==> src/hdl/css_defines.vh <==
// Purpose: shared constants of the context switch sequencer
// Assumes: 32-bit words, word-aligned control block
// Notes:   definitions only
`ifndef CSS_DEFINES_VH
`define CSS_DEFINES_VH
// register index, byte address is four times the index
`define CSS_IX_FP    4'h9
`define CSS_IX_AP    4'hA
`define CSS_IX_PSW   4'hB
`define CSS_IX_SP    4'hC
`define CSS_IX_CONTROL_BLOCK_POINTER  4'hD
`define CSS_IX_PC    4'hF
`define CSS_IX_CTRL  5'h10
`define CSS_IX_STAT  5'h11
`define CSS_IX_NEWP  5'h12
// control register fields
`define CSS_CTL_SAVE 0
`define CSS_CTL_LOAD 1
`define CSS_CTL_MOVE 2
`define CSS_CTL_MODE 5:4
// invoking sequence codes
`define CSS_MODE_INSTR 2'h0
`define CSS_MODE_FULL  2'h1
`define CSS_MODE_PRST  2'h2
// exception class codes
`define CSS_EXC_NONE 2'h0
`define CSS_EXC_PROC 2'h2
`define CSS_EXC_RST  2'h3
// sub-sequence codes
`define CSS_PH_NONE 2'h0
`define CSS_PH_SAVE 2'h1
`define CSS_PH_LOAD 2'h2
`define CSS_PH_MOVE 2'h3
// status word bit positions
`define CSS_PSW_TM  2
`define CSS_PSW_I   7
`define CSS_PSW_R   8
`define CSS_PSW_CFD 17
// control block offsets in bytes
`define CSS_OFF_PC    32'h00000004
`define CSS_OFF_SP    32'h00000008
`define CSS_OFF_INIT  32'h0000000C
`define CSS_OFF_AP    32'h00000014
`define CSS_OFF_FP    32'h00000018
`define CSS_OFF_R0    32'h0000001C
`define CSS_OFF_FPSET 32'h00000034
`define CSS_OFF_BLK   32'h00000040
`define CSS_OFF_STEP  32'h00000004
// index of the last general register saved
`define CSS_NUM_GPR   4'h8
`define CSS_RST_WORD  32'h00000000
`endif

==> src/hdl/css_context_switch_sequencer.v <==
// Purpose: context save, context load and block move sequencer
// Assumes: memory on a classic Wishbone master port, same clock
// Notes:   registers reached over a classic Wishbone slave
//
// Added by the designer: the placing of the registers and the Wishbone register port.
`timescale 1ns/100ps
`include "css_defines.vh"
module css_context_switch_sequencer (
  input  wire        clk_i,       // processor clock
  input  wire        rst_i,       // synchronous reset, high
  input  wire        ce_i,        // clock enable
  input  wire        wb_cyc_i,    // slave cycle
  input  wire        wb_stb_i,    // slave strobe
  input  wire        wb_we_i,     // slave write
  input  wire [31:0] wb_adr_i,    // slave byte address
  input  wire [3:0]  wb_sel_i,    // slave byte enables
  input  wire [31:0] wb_dat_i,    // slave write data
  output reg  [31:0] wb_dat_o,    // slave read data
  output reg         wb_ack_o,    // slave acknowledge
  output reg         mem_cyc_o,   // memory cycle
  output reg         mem_stb_o,   // memory strobe
  output reg         mem_we_o,    // memory write
  output reg  [31:0] mem_adr_o,   // memory address
  output reg  [3:0]  mem_sel_o,   // memory byte enables
  output reg  [31:0] mem_dat_o,   // memory write data
  input  wire [31:0] mem_dat_i,   // memory read data
  input  wire        mem_ack_i,   // memory acknowledge
  input  wire        mem_err_i,   // memory fault
  output reg         busy_o,      // sequence running
  output reg         done_o,      // sequence finished pulse
  output reg         flush_o,     // cache flush pulse
  output reg         exc_o,       // fault pulse
  output reg  [1:0]  exc_class_o, // exception class
  output reg         exc_new_o    // fault belongs to new block
);
  localparam [18:0] ST_IDLE = 19'h00001;
  localparam [18:0] ST_SPC  = 19'h00002;
  localparam [18:0] ST_SRN  = 19'h00004;
  localparam [18:0] ST_SPSW = 19'h00008;
  localparam [18:0] ST_SSP  = 19'h00010;
  localparam [18:0] ST_SAP  = 19'h00020;
  localparam [18:0] ST_SFP  = 19'h00040;
  localparam [18:0] ST_SGPR = 19'h00080;
  localparam [18:0] ST_LSET = 19'h00100;
  localparam [18:0] ST_LPSW = 19'h00200;
  localparam [18:0] ST_LPC  = 19'h00400;
  localparam [18:0] ST_LSP  = 19'h00800;
  localparam [18:0] ST_LFIN = 19'h01000;
  localparam [18:0] ST_MSET = 19'h02000;
  localparam [18:0] ST_MSZ  = 19'h04000;
  localparam [18:0] ST_MDST = 19'h08000;
  localparam [18:0] ST_MRD  = 19'h10000;
  localparam [18:0] ST_MWR  = 19'h20000;
  localparam [18:0] ST_END  = 19'h40000;

  reg [31:0] gpr [0:15];  // r0-r8 and dedicated registers
  reg [31:0] new_ptr;     // new control block pointer
  reg [31:0] tmp;         // word in flight during a copy
  reg [18:0] state;       // sequencer state
  reg [3:0]  cnt;         // general register index
  reg        go_save;     // run context_save_seq
  reg        go_load;     // run context_load_seq
  reg        go_move;     // run block_move_seq
  reg [1:0]  mode;        // invoking sequence
  reg        fault;       // sticky fault flag
  reg [1:0]  phase;       // sub-sequence running
  integer    i;

  wire        wb_req = wb_cyc_i & wb_stb_i & ~wb_ack_o;
  wire [4:0]  wb_ix  = wb_adr_i[6:2];
  wire        wb_hi  = |wb_adr_i[31:7];
  wire [31:0] control_block_pointer   = gpr[`CSS_IX_CONTROL_BLOCK_POINTER];
  wire [31:0] processor_status_word    = gpr[`CSS_IX_PSW];
  wire [31:0] r0     = gpr[0];
  wire [31:0] r2m1   = gpr[2] - 32'h00000001;
  // after a save only the selected later sub-sequences may run
  wire [18:0] next_sub = go_load ? ST_LSET : (go_move ? ST_MSET : ST_END);

  // forces a word-aligned address
  function [31:0] wadr;
    input [31:0] a;
    begin
      wadr = {a[31:2], 2'b00};
    end
  endfunction

  // merges write data under byte enables
  function [31:0] merge;
    input [31:0] old;
    input [31:0] nw;
    input [3:0]  sel;
    integer b;
    begin
      merge = old;
      for (b = 0; b < 4; b = b + 1) begin
        if (sel[b])
          merge[8*b +: 8] = nw[8*b +: 8];
      end
    end
  endfunction

  // starts one full-word memory access
  task issue;
    input        we;
    input [31:0] a;
    input [31:0] d;
    begin
      mem_cyc_o <= 1'b1;
      mem_stb_o <= 1'b1;
      mem_we_o  <= we;
      mem_adr_o <= wadr(a);
      mem_sel_o <= 4'hF;
      mem_dat_o <= d;
    end
  endtask

  // register read multiplexer
  reg [31:0] rd_word;
  always @* begin
    rd_word = `CSS_RST_WORD;
    if (!wb_hi) begin
      case (wb_ix)
        `CSS_IX_CTRL: rd_word = {26'h0, mode, 1'b0, go_move, go_load, go_save};
        `CSS_IX_STAT: rd_word = {25'h0, phase, exc_new_o, exc_class_o, fault, busy_o};
        `CSS_IX_NEWP: rd_word = new_ptr;
        default: begin
          if (!wb_ix[4])
            rd_word = gpr[wb_ix[3:0]];
        end
      endcase
    end
  end

  // bus slave, sequencer and memory master
  always @(posedge clk_i) begin
    if (rst_i) begin
      for (i = 0; i < 16; i = i + 1)
        gpr[i] <= `CSS_RST_WORD;
      new_ptr     <= `CSS_RST_WORD;
      tmp         <= `CSS_RST_WORD;
      state       <= ST_IDLE;
      cnt         <= 4'h0;
      go_save     <= 1'b0;
      go_load     <= 1'b0;
      go_move     <= 1'b0;
      mode        <= `CSS_MODE_INSTR;
      fault       <= 1'b0;
      phase       <= `CSS_PH_NONE;
      wb_dat_o    <= `CSS_RST_WORD;
      wb_ack_o    <= 1'b0;
      mem_cyc_o   <= 1'b0;
      mem_stb_o   <= 1'b0;
      mem_we_o    <= 1'b0;
      mem_adr_o   <= `CSS_RST_WORD;
      mem_sel_o   <= 4'h0;
      mem_dat_o   <= `CSS_RST_WORD;
      busy_o      <= 1'b0;
      done_o      <= 1'b0;
      flush_o     <= 1'b0;
      exc_o       <= 1'b0;
      exc_class_o <= `CSS_EXC_NONE;
      exc_new_o   <= 1'b0;
    end else if (ce_i) begin
      wb_ack_o <= wb_req;
      done_o   <= 1'b0;
      flush_o  <= 1'b0;
      exc_o    <= 1'b0;
      // slave access, registers frozen while a sequence runs
      if (wb_req) begin
        wb_dat_o <= rd_word;
        if (wb_we_i && !busy_o && !wb_hi) begin
          if (wb_ix == `CSS_IX_NEWP)
            new_ptr <= merge(new_ptr, wb_dat_i, wb_sel_i);
          else if (wb_ix == `CSS_IX_CTRL && wb_sel_i[0]) begin
            go_save <= wb_dat_i[`CSS_CTL_SAVE];
            go_load <= wb_dat_i[`CSS_CTL_LOAD];
            go_move <= wb_dat_i[`CSS_CTL_MOVE];
            mode    <= wb_dat_i[`CSS_CTL_MODE];
            if (|wb_dat_i[2:0]) begin
              fault       <= 1'b0;
              exc_class_o <= `CSS_EXC_NONE;
              exc_new_o   <= 1'b0;
              busy_o      <= 1'b1;
              state <= wb_dat_i[0] ? ST_SPC : (wb_dat_i[1] ? ST_LSET : ST_MSET);
            end
          end else if (!wb_ix[4])
            gpr[wb_ix[3:0]] <= merge(gpr[wb_ix[3:0]], wb_dat_i, wb_sel_i);
        end
      end
      if (mem_cyc_o && (mem_ack_i || mem_err_i)) begin
        mem_cyc_o <= 1'b0;
        mem_stb_o <= 1'b0;
      end
      // a fault ends the run; the invoker maps it to a class
      if (mem_cyc_o && mem_err_i) begin
        fault     <= 1'b1;
        exc_o     <= 1'b1;
        busy_o    <= 1'b0;
        state     <= ST_IDLE;
        exc_new_o <= (phase != `CSS_PH_SAVE);
        case (mode)
          `CSS_MODE_FULL: exc_class_o <= `CSS_EXC_PROC;
          `CSS_MODE_PRST: exc_class_o <= `CSS_EXC_RST;
          default:        exc_class_o <= `CSS_EXC_NONE;
        endcase
      end else begin
        case (state)
          ST_IDLE: begin
            phase <= `CSS_PH_NONE;
          end
          // context_save_seq
          ST_SPC: begin
            phase <= `CSS_PH_SAVE;
            if (!mem_cyc_o)
              issue(1'b1, control_block_pointer + `CSS_OFF_PC, gpr[`CSS_IX_PC]);
            else if (mem_ack_i)
              state <= ST_SRN;
          end
          ST_SRN: begin
            if (!mem_cyc_o)
              issue(1'b0, new_ptr, `CSS_RST_WORD);
            else if (mem_ack_i) begin
              gpr[`CSS_IX_PSW][`CSS_PSW_R] <= mem_dat_i[`CSS_PSW_R];
              state <= ST_SPSW;
            end
          end
          ST_SPSW: begin
            if (!mem_cyc_o)
              issue(1'b1, control_block_pointer, processor_status_word);
            else if (mem_ack_i)
              state <= ST_SSP;
          end
          ST_SSP: begin
            if (!mem_cyc_o)
              issue(1'b1, control_block_pointer + `CSS_OFF_SP, gpr[`CSS_IX_SP]);
            else if (mem_ack_i)
              state <= processor_status_word[`CSS_PSW_R] ? ST_SAP : next_sub;
          end
          ST_SAP: begin
            if (!mem_cyc_o)
              issue(1'b1, control_block_pointer + `CSS_OFF_AP, gpr[`CSS_IX_AP]);
            else if (mem_ack_i)
              state <= ST_SFP;
          end
          ST_SFP: begin
            cnt <= 4'h0;
            if (!mem_cyc_o)
              issue(1'b1, control_block_pointer + `CSS_OFF_FP, gpr[`CSS_IX_FP]);
            else if (mem_ack_i)
              state <= ST_SGPR;
          end
          ST_SGPR: begin
            if (!mem_cyc_o)
              issue(1'b1, control_block_pointer + `CSS_OFF_R0 + {26'h0, cnt, 2'b00}, gpr[cnt]);
            else if (mem_ack_i) begin
              cnt <= cnt + 4'h1;
              if (cnt == `CSS_NUM_GPR) begin
                gpr[`CSS_IX_FP] <= control_block_pointer + `CSS_OFF_FPSET;
                state <= next_sub;
              end
            end
          end
          // context_load_seq
          ST_LSET: begin
            phase <= `CSS_PH_LOAD;
            gpr[`CSS_IX_CONTROL_BLOCK_POINTER] <= new_ptr;
            state <= ST_LPSW;
          end
          ST_LPSW: begin
            if (!mem_cyc_o)
              issue(1'b0, control_block_pointer, `CSS_RST_WORD);
            else if (mem_ack_i) begin
              gpr[`CSS_IX_PSW] <= mem_dat_i & ~(32'h1 << `CSS_PSW_TM);
              state <= ST_LPC;
            end
          end
          ST_LPC: begin
            if (!mem_cyc_o)
              issue(1'b0, control_block_pointer + `CSS_OFF_PC, `CSS_RST_WORD);
            else if (mem_ack_i) begin
              gpr[`CSS_IX_PC] <= mem_dat_i;
              state <= ST_LSP;
            end
          end
          ST_LSP: begin
            if (!mem_cyc_o)
              issue(1'b0, control_block_pointer + `CSS_OFF_SP, `CSS_RST_WORD);
            else if (mem_ack_i) begin
              gpr[`CSS_IX_SP] <= mem_dat_i;
              state <= ST_LFIN;
            end
          end
          ST_LFIN: begin
            if (processor_status_word[`CSS_PSW_I]) begin
              gpr[`CSS_IX_PSW][`CSS_PSW_I] <= 1'b0;
              gpr[`CSS_IX_CONTROL_BLOCK_POINTER] <= control_block_pointer + `CSS_OFF_INIT;
            end
            flush_o <= ~processor_status_word[`CSS_PSW_CFD];
            state   <= go_move ? ST_MSET : ST_END;
          end
          // block_move_seq
          ST_MSET: begin
            phase <= `CSS_PH_MOVE;
            if (processor_status_word[`CSS_PSW_R]) begin
              gpr[0] <= control_block_pointer + `CSS_OFF_BLK;
              state  <= ST_MSZ;
            end else
              state <= ST_END;
          end
          ST_MSZ: begin
            if (!mem_cyc_o)
              issue(1'b0, r0, `CSS_RST_WORD);
            else if (mem_ack_i) begin
              gpr[2] <= mem_dat_i;
              if (mem_dat_i == 32'h0) begin
                gpr[0] <= r0 + `CSS_OFF_STEP + `CSS_OFF_STEP;
                state  <= ST_END;
              end else begin
                gpr[0] <= r0 + `CSS_OFF_STEP;
                state  <= ST_MDST;
              end
            end
          end
          ST_MDST: begin
            if (!mem_cyc_o)
              issue(1'b0, r0, `CSS_RST_WORD);
            else if (mem_ack_i) begin
              gpr[1] <= mem_dat_i;
              gpr[0] <= r0 + `CSS_OFF_STEP;
              state  <= ST_MRD;
            end
          end
          // word_block_copy from r0 to r1, r2 words
          ST_MRD: begin
            if (!mem_cyc_o)
              issue(1'b0, r0, `CSS_RST_WORD);
            else if (mem_ack_i) begin
              tmp   <= mem_dat_i;
              state <= ST_MWR;
            end
          end
          ST_MWR: begin
            if (!mem_cyc_o)
              issue(1'b1, gpr[1], tmp);
            else if (mem_ack_i) begin
              gpr[0] <= r0 + `CSS_OFF_STEP;
              gpr[1] <= gpr[1] + `CSS_OFF_STEP;
              gpr[2] <= r2m1;
              state  <= (r2m1 == 32'h0) ? ST_MSZ : ST_MRD;
            end
          end
          ST_END: begin
            done_o <= 1'b1;
            busy_o <= 1'b0;
            state  <= ST_IDLE;
          end
          default: begin
            state <= ST_IDLE;
          end
        endcase
      end
    end
  end
endmodule // css_context_switch_sequencer

==> config.mk <==
export PLATFORM = sky130hd
export DESIGN_NAME = css_context_switch_sequencer
export DESIGN_NICKNAME = d
export VERILOG_FILES = /design/src/hdl/css_context_switch_sequencer.v
export VERILOG_INCLUDE_DIRS = /design/src /design/src/hdl
export SDC_FILE = /design/constraint.sdc
export NUM_CORES = 2
export LEC_CHECK = 0
export ABC_AREA = 0
export BUFFER_PORTS_ARGS = -buffer_cell sky130_fd_sc_hd__buf_2
export CAP_MARGIN = 20
export CORE_MARGIN = 2
export CORE_UTILIZATION = 25
export CTS_CLUSTER_DIAMETER = 60
export CTS_CLUSTER_SIZE = 28
export DETAILED_ROUTE_END_ITERATION = 10
export SLEW_MARGIN = 20
export SYNTH_ARGS = -nofsm -noshare
export SYNTH_HDL_FRONTEND = slang
export SYNTH_SLANG_ARGS = --single-unit
==> constraint.sdc <==
create_clock -name clk_i -period 8.1 [get_ports clk_i]
set_input_delay 1.62 -clock clk_i [delete_from_list [all_inputs] [get_ports clk_i]]
set_output_delay 1.62 -clock clk_i [all_outputs]
set_load 0.005 [all_outputs]
; Word level (Yosys, flattened, before mapping)
; Memory sizes are Yosys's and may differ from the RTL's. A register that Yosys moved wholly into a read port is not among the register bits.
; Index checks and enable logic that the tools add are counted.
; W data, S select, Z words.
[word_totals]
ff_bits = 203
mem_bits_rw = 512
in_bits = 108
out_inout_bits = 111
wordCells = 515
memories = 1
[classes]
add_sub_neg = 14
eq_ne = 61
mux = 251
bitwise_logic = 113
reduce_logical = 48
[mem_list]
columns = memory, depth, word_bits, read_ports, rd_ports_with_merged_regs, write_ports, line_no
row1 = gpr, 16, 32, 11, 1, 16, css_context_switch_sequencer.v:56  ; reg [31:0] gpr [0:15];
[ops]
columns = cell, count
row1 = $mux W32, 34
row2 = $mux W19, 40
row3 = $pmux W19 S18, 1
row4 = $pmux W32 S9, 1
row5 = $mux W8, 33
row6 = $pmux W32 S8, 1
row7 = $add A32 B3 Y32 const B, 4
row8 = $mux W1, 120
row9 = $add A32 B5 Y32 const B, 3
row10 = $pmux W32 S3, 1
row11 = $eq A4 B4 Y1 const B, 18
row12 = $add A32 B4 Y32 const B, 2
row13 = $logic_not A32 Y1, 2
row14 = $and A1 B1 Y1, 57
row15 = $reduce_and A5 Y1, 8
row16 = $not A1 Y1, 34
row17 = $add A32 B6 Y32, 1
row18 = $add A32 B6 Y32 const B, 1
row19 = $add A32 B7 Y32 const B, 1
row20 = $ne A2 B2 Y1 const B, 16
row21 = $reduce_or A32 Y1, 1
row22 = $sub A32 B1 Y32 const B, 1
row23 = $mux W14, 2
row24 = $reduce_or A25 Y1, 1
row25 = 54 further kinds, 104

; Depth between registers and ports, before layout
[logic_depth]
depth_word = 29
depth_mapped = 16
depth_no_buf = 14

; Worst setup path after synthesis
; OpenSTA, ideal clock, no wires.
[synth_timing]
path_type = in2reg
start = input port ce_i
end = memory gpr[11][7], enable pin
setup_ns = 0.256
t_arrival_ns = 4.750
t_required_ns = 7.844
setup_slack_ns = 3.094
path_stages = 11
path_buffers = 3
cell_sequence = buf_2 -> a21bo_2 -> buf_2 -> nor2_1 -> nand2_1 -> buf_2 -> nor3_1 -> o211ai_2 -> a31oi_1 -> o21ai_0 -> o21bai_1
[synth_rtl]
columns = item, line_no
row1 = start: declaration, css_context_switch_sequencer.v:11  ; input wire ce_i,
row2 = end: declaration, css_context_switch_sequencer.v:56

==> run summary <==
Synth top area cells -> edfxtp_1 34%, mux4_2 16%, dfxtp_1 9.0%
Syn avg cell area -> 10.3 µm²
Register bit total from synthesis -> 717
Initial antenna violation count -> 29
Synth Warn # -> 0
Worst Setup Start Kind -> primary input
Hold_sp -> mem_adr_o[8]
Final-stage net count -> 4617
Crit path cell chain -> buf_2 > nor4_1 > nand3_1 > nor3_4 > buf_4 > o2111ai_2 > a211oi_4 > nand2_1 > nor3_2 > nand2_2 > o211ai_1 > buf_4
Peak VDD IR -> 0.159 mV
Comb pwr share -> 10.1%
TritonRoute pass-1 iters -> 6
Multi-input gate area -> 24400 µm²
Fmax -> 172 MHz
Global route overflow -> 0
Switching power -> 2.54 mW
DRT iter0 DRCs -> 7064
Synth top area share -> 33.7%
Post-CTS Resized -> 0
Synth Flop Type -> edfxtp_1
Clock power frac -> 43.5%
Post-synth EDFFs -> 512
Clock skew -> 0.0385 ns
Vias in the first global route -> 39223
CORE AREA -> 181000 µm²
Setup TNS -> 0 ns
Largest net degree at the start of global routing -> 115
Worst Tran Pin Value -> 1.22 ns
HPWL after DPL -> 162000 µm
CP arrival -> 6.13 ns
Mapped cell area -> 45600 µm²
Most used cell, CP -> buf_4
Via count -> 42141
ANT nets after route -> 0
Status -> finished, final reports clean
H-tree depth -> 3
# Max-Cap Violations -> 0
CTS tree -> yes
Top-count cell post-synth -> nor2_1
Crit path max fanout -> 37
Global-route wire length before repair -> 315000 µm
Crit path time final -> 5.80 ns
# hold bufs at CTS -> 0
Hold Vio Cnt, Final -> 0
Max_slew headroom -> 17.3%
Die area -> 186000 µm²
Wire per inst -> 33.3 µm
Via-per-instance ratio -> 6.09
Root Driver -> clkbuf_16
Leakage Power -> 17.3 nW
Worst-path clk slew -> 0.07 ns
Syn-to-layout area delta -> 14.5%
Setup CP Type -> primary input to flip-flop
Fillers -> 18841
Die W -> 431 µm
Clk sink count -> 717
Post-CTS setup buffer count -> 0
Nature of the critical path endpoint -> flip-flop
Final period utilization -> 71.7%
Io pins -> 219
FFs w/ async S/R, synth -> 0%
Worst-Skew Late Latency -> 0.72 ns
Final WL -> 230000 µm
Number of buffers added on ports -> 214
CTS Buf Count -> 78
CP required -> 8.43 ns
Cell variety after synth -> 113
Sequential share of power -> 46.4%
Die height -> 431 µm
Max clock buf depth -> 3
Placed Instances -> 6774
Hold Path Class -> flip-flop to flip-flop
Std-Cell Rows -> 156
Family with the most delay on the worst path -> simple AND/OR/NAND/NOR gates
Non-filler instance count after layout -> 6925
Synthesized instance count -> 4448
FF/Latch Area -> 19500 µm²
P_int -> 6.31 mW
Net Sw Frac -> 28.7%
CP max stage cell -> nor4_1
Gp weighted congestion -> 1.03
Yosys top cell by area -> edfxtp_1
Worst R2R Start -> state[12]
PD cells -> 169 nW/µm²
RSZ-0062 raised after global routing -> false
Max incr delay on CP -> 0.75 ns
Worst path buffer plus inverter count -> 3
Starting Density -> 25.2%
Post-synth top cells -> 536 x nor2_1, 529 x nand2_1, 512 x edfxtp_1, 320 x mux4_2, 263 x clkbuf_1
Seq/Total Area, Yosys -> 42.7%
Layout cells sized above 1 -> 21.6%
CP startpoint -> wb_adr_i[28]
Min Hold Slack -> 0.450 ns
Final setup fails -> 0
GR Util All Layers -> 23.9%
DRC Markers -> 0
Final-report max-slew violation count -> 0
stage by stage:
step | total power, mW | instance area (µm²) | util (%) | worst slack, ns
6_report | 8.85 | 52300 | 28.8 | 2.30
5_1_grt | 9.01 | 52200 | 28.8 | 2.21
4_1_cts | 8.82 | 52200 | 28.8 | 2.49
3_5_place_dp | 5.03 | 49500 | 27.3 | 1.78
3_3_place_gp | 5.02 | 49500 | 27.3 | 1.81
2_1_floorplan | 4.59 | 45600 | - | 3.09
layer usage:
metal  wire length (µm)  track usage (%)
met1              81800             29.6
met2              99200             36.0
met3              29800             6.90
met4              19600             16.3
met5                 34                0
power groups by stage:
stage / registers [mW] / logic (mW) / clock network, mW
floorplan: 4.13 / 0.461 / 0
global placement: 4.18 / 0.839 / 0
detailed placement: 4.19 / 0.848 / 0
CTS: 4.10 / 0.851 / 3.87
global route: 4.12 / 0.895 / 4.00
finish: 4.11 / 0.890 / 3.85
worst paths after layout:
check | cells after the start | slack [ns] | end
max | 12 | 2.30 | gpr[12][31]
min | 2 | 0.45 | mem_adr_o[8]
min reg2reg | 2 | 0.45 | mem_adr_o[8]
max reg2reg | 12 | 3.08 | mem_adr_o[10]
state kept, by name, indices dropped and copies added (netlist names), 2 cells and up, named ones only:
signal       count
state           19
wb_dat_o        32
new_ptr         32
exc_class_o      2
cnt              4
gpr            512
mem_adr_o       30
tmp             32
phase            2
mode             2
mem_dat_o       32
final cells by class:
type,instances,area share (%)
tap,2370,5.68
antenna,7,0.0335
clock inverter,54,1.12
inverter,72,0.517
timing repair buffer,381,4.56
clock buffer,89,4.03
sequential,717,37.3
multi-input combinational,3235,46.8
kinds of logic after synthesis:
group,count (synthesis),share of synthesized area [%]
fa+ha+maj,24,0.691
mux,381,17.1
simple gates,1630,17.0
compound gates,1011,14.4
flops,717,42.7
xor+xnor,187,3.60
other cells,1,0.00822
buf+inv,497,4.51
worst reg2reg max path, stage by stage, from the launching register on:
cell	delay, ns
dfxtp_1	0.41
nor4_4	0.68
nand3_1	0.33
nor3_2	0.40
nor2_1	0.08
ha_1	0.33
a21oi_1	0.09
nor2b_1	0.51
nand2_1	0.24
a221oi_2	0.57
a2bb2oi_1	0.17
a2111oi_1	0.99
nor2_1	0.06
placed cells by master (no fill, tap or decap), types with 59 or more instances in the layout:
cell | synthesis | final
nor3_1 | 91 | 88
dfxtp_1 | 205 | 201
inv_1 | 71 | 70
o21ai_1 | 58 | 59
clkbuf_16 | 0 | 82
nor2_1 | 536 | 528
buf_2 | 109 | 212
nand3_1 | 128 | 124
buf_4 | 9 | 163
a21oi_1 | 238 | 236
a211oi_1 | 59 | 59
xor2_1 | 94 | 94
a22oi_1 | 128 | 128
nand2_1 | 529 | 513
nand4_1 | 80 | 80
xnor2_1 | 92 | 92
mux4_2 | 320 | 320
o21ai_0 | 215 | 213
edfxtp_1 | 512 | 512
Power figures use the tool's default switching activity.
